**src/core/ncs_pkg.sv**
```systemverilog
// Constants and types shared by the charge-state sequencer.
package ncs_pkg;
	// ****************************************************************
	// Clock and timing constants
	// ****************************************************************
	localparam longint CLK_HZ          = 64'd200000000;
	localparam longint DEGLITCH_NS     = 64'd10000;
	localparam longint INS_FILTER_S    = 64'd4;
	localparam longint PRE_TIMEOUT_MIN = 64'd30;
	localparam longint BLANK_DMIN      = 64'd43;
	localparam longint FAST_MIN_DEF    = 64'd30;
	localparam longint DEGLITCH_CYC    = (DEGLITCH_NS * CLK_HZ) / 64'd1000000000;
	localparam longint INS_FILTER_CYC  = INS_FILTER_S * CLK_HZ;
	localparam longint PRE_TIMEOUT_CYC = PRE_TIMEOUT_MIN * 64'd60 * CLK_HZ;
	localparam longint BLANK_CYC       = BLANK_DMIN * 64'd6 * CLK_HZ;
	localparam longint FAST_DEF_CYC    = FAST_MIN_DEF * 64'd60 * CLK_HZ;
	localparam longint SLOW_BLINK_HZ   = 64'd1;
	localparam longint FAULT_BLINK_HZ  = 64'd4;
	localparam longint SLOW_HALF_CYC   = CLK_HZ / (SLOW_BLINK_HZ * 64'd2);
	localparam longint FAULT_HALF_CYC  = CLK_HZ / (FAULT_BLINK_HZ * 64'd2);
	localparam int     TMR_W           = 48;
	localparam int     FINISH_CHARGE_PHASE_SHIFT    = 1;
	localparam int     FINISH_CHARGE_PHASE_SHIFT_B  = 2;

	// ****************************************************************
	// Sequencer states, Gray coded along the charge path
	// ****************************************************************
	typedef enum logic [3:0] {
		ST_RESET     = 4'h0,
		ST_PRESENCE  = 4'h1,
		ST_CONDITIONING_PHASE = 4'h3,
		ST_FAST      = 4'h2,
		ST_FINISH    = 4'h6,
		ST_DONE      = 4'h7,
		ST_FAULT     = 4'h5,
		ST_DISCHARGE = 4'h4
	} ncs_state_e;

	// Regulation selection driven to the analog loop.
	typedef enum logic [1:0] {
		REG_OFF  = 2'h0,
		REG_LOW  = 2'h1,
		REG_HIGH = 2'h2,
		REG_ON   = 2'h3
	} ncs_reg_e;
endpackage : ncs_pkg

```
**src/core/ncs_sequencer.sv**
```systemverilog
// Charge-state sequencer for a series battery-pack charger.
`timescale 1ns/1ps

// Notes on behaviour
// RULE1: Charge starts at power-up with pack present or on later insertion.
// RULE2: Deglitched lockout holds reset, inhibits charge, clears timers; release goes presence.
// RULE3: Presence goes conditioning_phase when cell below detect level and temperature in window.
// RULE4: Conditioning_phase filters insertion noise for four seconds before removal may count.
// RULE5: Conditioning_phase selects the low regulation target.
// RULE6: Conditioning_phase goes fast-charge once cell exceeds low-cell level.
// RULE7: Conditioning_phase faults on thirty-minute timeout or over-temperature.
// RULE8: Cell above open level in conditioning_phase or fast-charge returns to presence.
// RULE9: Fast-charge selects high target and shows the charging LED pattern.
// RULE10: Fast-charge moves to finish phase on a temperature slope trip.
// RULE11: Slope trips are ignored for 4.3 minutes after fast-charge starts.
// RULE12: Fast-charge safety timer expiry moves to finish phase; duration external.
// RULE13: Over-temperature in fast-charge goes straight to done.
// RULE14: Finish phase restarts timer at half or quarter, low target, charging LED.
// RULE15: Finish phase goes done on timer expiry or over-temperature.
// RULE16: Done holds drive and LED off until removal, float, or discharge.
// RULE17: Fault holds drive off, pulses LED, leaves to presence on removal.
// RULE18: Floating timeout pin resets to presence and holds drive off; discharge unaffected.
// RULE19: Discharge-set trip enters discharge: drive low, sensing and LED disabled.
// RULE20: Discharge leaves to presence on discharge-clear or power cycle.
// RULE21: LED pulls low at 1 Hz while charging and 4 Hz in fault.
// RULE22: LED stays off with no cells present or discharge latched.
// RULE23: Fast-charge timer expiry clears the count before finish phase.
// RULE24: Mode input picks linear when low, comparator when high.
// RULE25: Comparator flags are synchronised; timers count clock cycles.
module ncs_sequencer #(
	parameter logic [47:0] FAST_CYC     = 48'(ncs_pkg::FAST_DEF_CYC),
	parameter logic [47:0] PRE_TO_CYC   = 48'(ncs_pkg::PRE_TIMEOUT_CYC),
	parameter logic [47:0] BLANK_CYC    = 48'(ncs_pkg::BLANK_CYC),
	parameter logic [47:0] FILTER_CYC   = 48'(ncs_pkg::INS_FILTER_CYC),
	parameter logic [47:0] SLOW_HALF    = 48'(ncs_pkg::SLOW_HALF_CYC),
	parameter logic [47:0] FAULT_HALF   = 48'(ncs_pkg::FAULT_HALF_CYC),
	parameter logic [47:0] DEGLITCH_CYC = 48'(ncs_pkg::DEGLITCH_CYC),
	parameter bit          REDUCED_FIN  = 1'b0
) (
	input  wire logic       ref_clk,
	input  wire logic       rst,
	input  wire logic       supply_lockout,
	input  wire logic       cell_open_in,
	input  wire logic       cell_detect_in,
	input  wire logic       low_cell_in,
	input  wire logic       temp_window_in,
	input  wire logic       over_temp_in,
	input  wire logic       slope_trip_in,
	input  wire logic       discharge_set_in,
	input  wire logic       discharge_clear_in,
	input  wire logic       timeout_float_in,
	input  wire logic       mode_comparator_in,
	input  wire logic [47:0] fast_timeout_cyc,
	output logic [1:0]      charge_target,
	output logic            charge_comparator_mode,
	output logic            charge_drive_out,
	output logic            charge_drive_oe_n,
	output logic            status_led_out,
	output logic            status_led_oe_n,
	output logic [3:0]      state_out
);

	// ****************************************************************
	// Input synchronisers
	// ****************************************************************
	localparam int NIN = 11;
	// Lockout is bit 0 and resets asserted, so a just-released reset cannot look like a release.
	localparam logic [NIN-1:0] SYNC_RST = {{(NIN-1){1'b0}}, 1'b1};
	logic [NIN-1:0] raw_in;
	logic [NIN-1:0] s1_ff, s2_ff, s3_ff, flag_ff;
	logic [NIN-1:0] nxt_flag;
	assign raw_in = {mode_comparator_in, timeout_float_in, discharge_clear_in, discharge_set_in,
		slope_trip_in, over_temp_in, temp_window_in, low_cell_in, cell_detect_in,
		cell_open_in, supply_lockout};

	// A flag changes only when the second and third stages agree.
	always_comb
	begin
		for (int i = 0; i < NIN; i++)
			nxt_flag[i] = (s2_ff[i] == s3_ff[i]) ? s3_ff[i] : flag_ff[i]; // see RULE25
	end

	always_ff @(posedge ref_clk)
	begin
		if (rst)
		begin
			s1_ff   <= SYNC_RST;
			s2_ff   <= SYNC_RST;
			s3_ff   <= SYNC_RST;
			flag_ff <= SYNC_RST; // see RULE2
		end
		else
		begin
			s1_ff   <= raw_in;
			s2_ff   <= s1_ff;
			s3_ff   <= s2_ff;
			flag_ff <= nxt_flag;
		end
	end

	logic f_lock, f_open, f_det, f_low, f_win, f_hot, f_slope, f_dset, f_dclr, f_float, f_mode;
	assign {f_mode, f_float, f_dclr, f_dset, f_slope, f_hot, f_win, f_low, f_det, f_open,
		f_lock} = flag_ff;

	// ****************************************************************
	// Lockout deglitch
	// ****************************************************************
	logic [47:0] dg_ff, nxt_dg;
	logic        lock_ff, nxt_lock;

	// The lockout must stand or clear for the full deglitch time to change.
	always_comb
	begin
		nxt_dg   = 48'h0;
		nxt_lock = lock_ff;
		if (f_lock != lock_ff)
		begin
			nxt_dg = dg_ff + 48'h1;
			if (nxt_dg >= DEGLITCH_CYC)
			begin
				nxt_lock = f_lock; // see RULE2
				nxt_dg   = 48'h0;
			end
		end
	end

	// Reset starts locked so power-up always passes through the reset state.
	always_ff @(posedge ref_clk)
	begin
		if (rst)
		begin
			dg_ff   <= 48'h0;
			lock_ff <= 1'b1;
		end
		else
		begin
			dg_ff   <= nxt_dg;
			lock_ff <= nxt_lock;
		end
	end

	// ****************************************************************
	// State machine and charge timers
	// ****************************************************************
	ncs_pkg::ncs_state_e st_ff, nxt_st;
	logic [47:0] tmr_ff, nxt_tmr;
	logic [47:0] fin_len;
	logic [47:0] fast_len;

	assign fast_len = (fast_timeout_cyc == 48'h0) ? FAST_CYC : fast_timeout_cyc;
	assign fin_len  = REDUCED_FIN ? (fast_len >> ncs_pkg::FINISH_CHARGE_PHASE_SHIFT_B)
		: (fast_len >> ncs_pkg::FINISH_CHARGE_PHASE_SHIFT);

	// One timer serves each phase; it restarts on every state change.
	always_comb
	begin
		nxt_st  = st_ff;
		nxt_tmr = tmr_ff + 48'h1;
		unique case (st_ff)
			ncs_pkg::ST_RESET:
				nxt_st = ncs_pkg::ST_PRESENCE; // see RULE2
			ncs_pkg::ST_PRESENCE:
				if (f_det && !f_open && f_win)
					nxt_st = ncs_pkg::ST_CONDITIONING_PHASE; // see RULE1 see RULE3
			ncs_pkg::ST_CONDITIONING_PHASE:
				if (f_hot || tmr_ff >= PRE_TO_CYC)
					nxt_st = ncs_pkg::ST_FAULT; // see RULE7
				else if (f_open)
				begin
					// A reading above the open level is noise or removal, never a charged cell.
					if (tmr_ff >= FILTER_CYC)
						nxt_st = ncs_pkg::ST_PRESENCE; // see RULE4 see RULE8
				end
				else if (f_low)
					nxt_st = ncs_pkg::ST_FAST; // see RULE6
			ncs_pkg::ST_FAST:
				if (f_hot)
					nxt_st = ncs_pkg::ST_DONE; // see RULE13
				else if (f_open)
					nxt_st = ncs_pkg::ST_PRESENCE; // see RULE8
				else if (tmr_ff >= fast_len)
					nxt_st = ncs_pkg::ST_FINISH; // see RULE12 see RULE23
				else if (f_slope && tmr_ff >= BLANK_CYC)
					nxt_st = ncs_pkg::ST_FINISH; // see RULE10 see RULE11
			ncs_pkg::ST_FINISH:
				if (f_hot || tmr_ff >= fin_len)
					nxt_st = ncs_pkg::ST_DONE; // see RULE15
			ncs_pkg::ST_DONE:
				if (f_open)
					nxt_st = ncs_pkg::ST_PRESENCE; // see RULE16
			ncs_pkg::ST_FAULT:
				if (f_open)
					nxt_st = ncs_pkg::ST_PRESENCE; // see RULE17
			ncs_pkg::ST_DISCHARGE:
				if (f_dclr)
					nxt_st = ncs_pkg::ST_PRESENCE; // see RULE20
			default:
				nxt_st = ncs_pkg::ST_RESET;
		endcase
		// Discharge detection overrides every charge state, float included.
		if (st_ff != ncs_pkg::ST_RESET && st_ff != ncs_pkg::ST_DISCHARGE && f_dset)
			nxt_st = ncs_pkg::ST_DISCHARGE; // see RULE19
		else if (f_float && st_ff != ncs_pkg::ST_DISCHARGE && st_ff != ncs_pkg::ST_RESET)
			nxt_st = ncs_pkg::ST_PRESENCE; // see RULE18 see RULE16
		if (lock_ff)
			nxt_st = ncs_pkg::ST_RESET; // see RULE2 see RULE20
		if (nxt_st != st_ff || lock_ff || (f_float && st_ff != ncs_pkg::ST_DISCHARGE))
			nxt_tmr = 48'h0; // see RULE14 see RULE23
	end

	always_ff @(posedge ref_clk)
	begin
		if (rst)
		begin
			st_ff  <= ncs_pkg::ST_RESET;
			tmr_ff <= 48'h0;
		end
		else
		begin
			st_ff  <= nxt_st;
			tmr_ff <= nxt_tmr;
		end
	end

	// ****************************************************************
	// Blink divider
	// ****************************************************************
	logic [47:0] blk_ff, nxt_blk;
	logic        phase_ff, nxt_phase;
	logic        charging, faulted;
	logic [47:0] half_len;

	assign charging = (st_ff == ncs_pkg::ST_CONDITIONING_PHASE) || (st_ff == ncs_pkg::ST_FAST)
		|| (st_ff == ncs_pkg::ST_FINISH);
	assign faulted  = (st_ff == ncs_pkg::ST_FAULT);
	assign half_len = faulted ? FAULT_HALF : SLOW_HALF;

	// Phase restarts whenever the pattern is off so each blink starts full length.
	always_comb
	begin
		nxt_blk   = blk_ff + 48'h1;
		nxt_phase = phase_ff;
		if (!(charging || faulted))
		begin
			nxt_blk   = 48'h0;
			nxt_phase = 1'b1;
		end
		else if (nxt_blk >= half_len)
		begin
			nxt_blk   = 48'h0;
			nxt_phase = ~phase_ff; // see RULE21
		end
	end

	always_ff @(posedge ref_clk)
	begin
		if (rst)
		begin
			blk_ff   <= 48'h0;
			phase_ff <= 1'b1;
		end
		else
		begin
			blk_ff   <= nxt_blk;
			phase_ff <= nxt_phase;
		end
	end

	// ****************************************************************
	// Outputs
	// ****************************************************************
	// Drive is released in idle states, pulled low in discharge, regulated when charging.
	always_comb
	begin
		charge_target = ncs_pkg::REG_OFF; // see RULE16 see RULE17
		if (st_ff == ncs_pkg::ST_DISCHARGE)
			charge_target = ncs_pkg::REG_ON; // see RULE19
		else if (f_float)
			charge_target = ncs_pkg::REG_OFF; // see RULE18
		else if (st_ff == ncs_pkg::ST_FAST)
			charge_target = ncs_pkg::REG_HIGH; // see RULE9
		else if (charging)
			charge_target = ncs_pkg::REG_LOW; // see RULE5 see RULE14
	end

	assign charge_comparator_mode = f_mode; // see RULE24
	assign charge_drive_out       = 1'b0;
	assign charge_drive_oe_n      = (charge_target != ncs_pkg::REG_ON);
	assign status_led_out         = 1'b0;
	assign status_led_oe_n        = ~((charging || faulted) && phase_ff); // see RULE22
	assign state_out              = st_ff;
endmodule : ncs_sequencer

```
**config.mk**
```make
export PLATFORM = sky130hd
export DESIGN_NAME = ncs_sequencer
export DESIGN_NICKNAME = d
export VERILOG_FILES = /design/src/core/ncs_pkg.sv /design/src/core/ncs_sequencer.sv
export SDC_FILE = /design/constraint.sdc
export NUM_CORES = 1
export LEC_CHECK = 0
export ABC_AREA = 1
export BUFFER_PORTS_ARGS = -buffer_cell sky130_fd_sc_hd__buf_2
export CAP_MARGIN = 20
export CORE_MARGIN = 10
export CORE_UTILIZATION = 35
export CTS_CLUSTER_SIZE = 8
export DETAILED_ROUTE_END_ITERATION = 10
export SYNTH_ARGS = -nofsm -noshare
export SYNTH_HDL_FRONTEND = slang
export SYNTH_SLANG_ARGS = --single-unit
```
**constraint.sdc**
```tcl
create_clock -name ref_clk -period 7.5 [get_ports ref_clk]
set_clock_uncertainty 0.1 [all_clocks]
set_input_delay 1.5 -clock ref_clk [delete_from_list [all_inputs] [get_ports ref_clk]]
set_output_delay 1.5 -clock ref_clk [all_outputs]
set_load 0.01 [all_outputs]
```
==> impl_metrics.env <==
export IMPL_status="completed"
export IMPL_finalSetupViolCount=0
export IMPL_whs_ns=0.307
export IMPL_seq_area_frac_synth_pct=32.2
export IMPL_synth_cell_types=53
export IMPL_cts_made_buffers=17
export IMPL_clk_latency_ns=0.44
export IMPL_start_util_pct=35.7
export IMPL_grt_usage_pct=14.0
export IMPL_synth_top_cell_by_area="dfxtp_1"
export IMPL_max_slew_worst_pin_slew_ns=0.886
export IMPL_pin_count=72
export IMPL_critPathCaptureType="flip-flop"
export IMPL_die_x_um=206
export IMPL_max_stage_delay_ns=0.50
export IMPL_synth_edf_count=0
export IMPL_route_detailed_drc=0
export IMPL_syn_inst=1701
export IMPL_n_fill_cell=3485
export IMPL_nets=1998
export IMPL_core_area_mm2=0.0338
export IMPL_cp_common_cell="nand2_1"
export IMPL_hold_end="s2_ff[5]"
export IMPL_gp_congestion=0.893
export IMPL_area_growth_pct=13.8
export IMPL_fin_crit_ns=5.50
export IMPL_fp_dieH_um=206
export IMPL_avgSynthCellArea_um2=7.09
export IMPL_die_area_mm2=0.0423
export IMPL_wl_per_cell_um=12.8
export IMPL_final_layout_size_suffix_gt1_share_pct=8.52
export IMPL_finalWirelength_um=29300
export IMPL_cts_sinks=194
export IMPL_grt_max_degree=49
export IMPL_syn_area_mm2=0.0121
export IMPL_power_density_mw_per_mm2=156
export IMPL_vias=10600
export IMPL_dpl_cell_area_mm2=0.0131
export IMPL_min_period_over_period_pct=73.3
export IMPL_reg2reg_depth=19
export IMPL_grt_pass1_vias=10100
export IMPL_r2r_end="blk_ff[11]"
export IMPL_synth_area_leaders="dfxtp_1 (32%), ha_1 (11%), inv_1 (9.4%)"
export IMPL_dr_pass1_iters=6
export IMPL_mostFrequentLayoutCell="inv_1"
export IMPL_finalHoldViolations=0
export IMPL_io_buffers=69
export IMPL_min_path_cells=2
export IMPL_r2r_slack_ns=3.52
export IMPL_p_leak_uw=0.00603
export IMPL_grt_remaining_overflow=0
export IMPL_relSlewSlack_pct=40.9
export IMPL_dp_cells=2259
export IMPL_via_per_inst=4.63
export IMPL_max_vdd_ir_drop_mv=0.118
export IMPL_fmaxAchievable_mhz=182
export IMPL_worstPathArrival_ns=5.71
export IMPL_critPathSlowestCell="inv_1"
export IMPL_cts_max_level=4
export IMPL_clk_pin_slew_ns=0.09
export IMPL_num_rows=67
export IMPL_critPathLaunchType="input port"
export IMPL_hp_class="reg2reg"
export IMPL_async_reset_ff_share_pct=0
export IMPL_rsz0062_at_grt="false"
export IMPL_ant_nets=0
export IMPL_grt_pass1_wl_um=49100
export IMPL_tns_ns=0
export IMPL_mostFrequentLayoutCells="inv_1 (303), nand2_1 (269), nor2_1 (261)"
export IMPL_critPathMaxFanout=48
export IMPL_cp_data_required_time_ns=7.71
export IMPL_crit_type="in2reg"
export IMPL_ys_ff_latch=194
export IMPL_fin_area_mm2=0.0137
export IMPL_first_iter_violations=696
export IMPL_maxCapViolations=0
export IMPL_post_cts_resized=0
export IMPL_critPathBufInv=3
export IMPL_post_cts_setup_buffer_count=0
export IMPL_ctsLongestPathBuffers=2
export IMPL_cts_hold_buf=0
export IMPL_drv_slew=0
export IMPL_cts_tree="built"
export IMPL_dp_hpwl_um=23300
export IMPL_antenna_found_initial=0
export IMPL_yosysWarnings=0
export IMPL_yosysTopAreaCellShare_pct=32.2
export IMPL_cts_root_buffer="clkbuf_16"
export IMPL_r2r_start="blk_ff[0]"
export IMPL_min_from="s1_ff[5]"
export IMPL_synth_ff_type="dfxtp_1"
export IMPL_stdcell_count=2291
export IMPL_crit_family="simple AND/OR/NAND/NOR gates"
export IMPL_diodes=0
-- layer usage --
layer / global-route usage [%] / vias to the layer above / share of wire (%)
met1: 19.1 / 4710 / 50
li1: - / 5656 / -
met5: 0 / - / 0
met4: 3.73 / 0 / 1.6
met2: 22.4 / 223 / 44
met3: 2.25 / 25 / 4.2
-- registers in the layout, indices dropped and copies added (netlist names) --
signal	flops
lock_ff	1
s2_ff	11
phase_ff	1
blk_ff	48
dg_ff	48
tmr_ff	48
s1_ff	11
s3_ff	11
flag_ff	11
state_out	4
-- through the flow --
stage          power (µW)  utilization (%)  setup slack, ns
3_5_place_dp         1210             38.8             1.54
2_1_floorplan        1170                -             2.81
5_1_grt              2240             40.6             1.60
4_1_cts              2170             40.6             2.00
3_3_place_gp         1210             38.8             1.54
6_report             2150             40.6             2.00
-- worst max-delay path by stage --
stage                            end                  from  slack (ns)  cells after the start
after floorplan           tmr_ff[27]   fast_timeout_cyc[2]        2.81                     29
after global placement     tmr_ff[1]  fast_timeout_cyc[30]        1.54                     28
after detailed placement   tmr_ff[6]  fast_timeout_cyc[30]        1.54                     28
after CTS                 tmr_ff[19]  fast_timeout_cyc[30]        2.00                     28
after global routing      tmr_ff[18]  fast_timeout_cyc[30]        1.60                     28
final                      tmr_ff[6]  fast_timeout_cyc[20]        2.00                     28
-- power breakdown --
group	switching [µW]	internal [µW]
combinational	75.6	46.4
clock	480	473
sequential	16.4	1050
-- logic make-up after synthesis --
| family | count (synthesis) | share of synthesized area [%] |
|---|---|---|
| other cells | 1 | 0.0311 |
| buf+inv | 325 | 10.3 |
| flops | 194 | 32.2 |
| simple gates | 829 | 31.5 |
| fa+ha+maj | 107 | 11.1 |
| xor+xnor | 119 | 8.64 |
| compound gates | 126 | 6.22 |
-- synthesized netlist by cell type (3+ instances only) --
master    count
ha_1        107
o21ai_0      31
nand2_2       4
inv_1       303
nor2_1      261
and3_1        5
nor4_1       37
a21oi_1      53
nand2_1     269
o211ai_1      3
nand3_2       4
xor2_1       87
nand4_1      49
dfxtp_1     194
nor3_1       71
xnor2_1      32
nor2_4        8
o21bai_1      3
nand3_1      75
nor2_2       23
nand3b_1      4
a211oi_1     17
or2_2         5
clkbuf_1     12
-- layout make-up --
class                      instances  area (µm²)  area share (%)
clock buffer                      18         439            3.20
timing repair buffer              70         353            2.57
inverter                         305        1140            8.34
multi-input combinational       1242        7160            52.1
sequential                       194        3880            28.3
clock inverter                    14         191            1.39
tap                              448         561            4.08
-- worst min-delay path, delay by kind of cell (launching register included) --
family | cells | cell delay [ns]
flip-flops | 1 | 0.30
buffers and inverters | 1 | 0.04
AND/OR/NAND/NOR | 1 | 0.03
No activity file was read; power rests on OpenSTA's default activity.
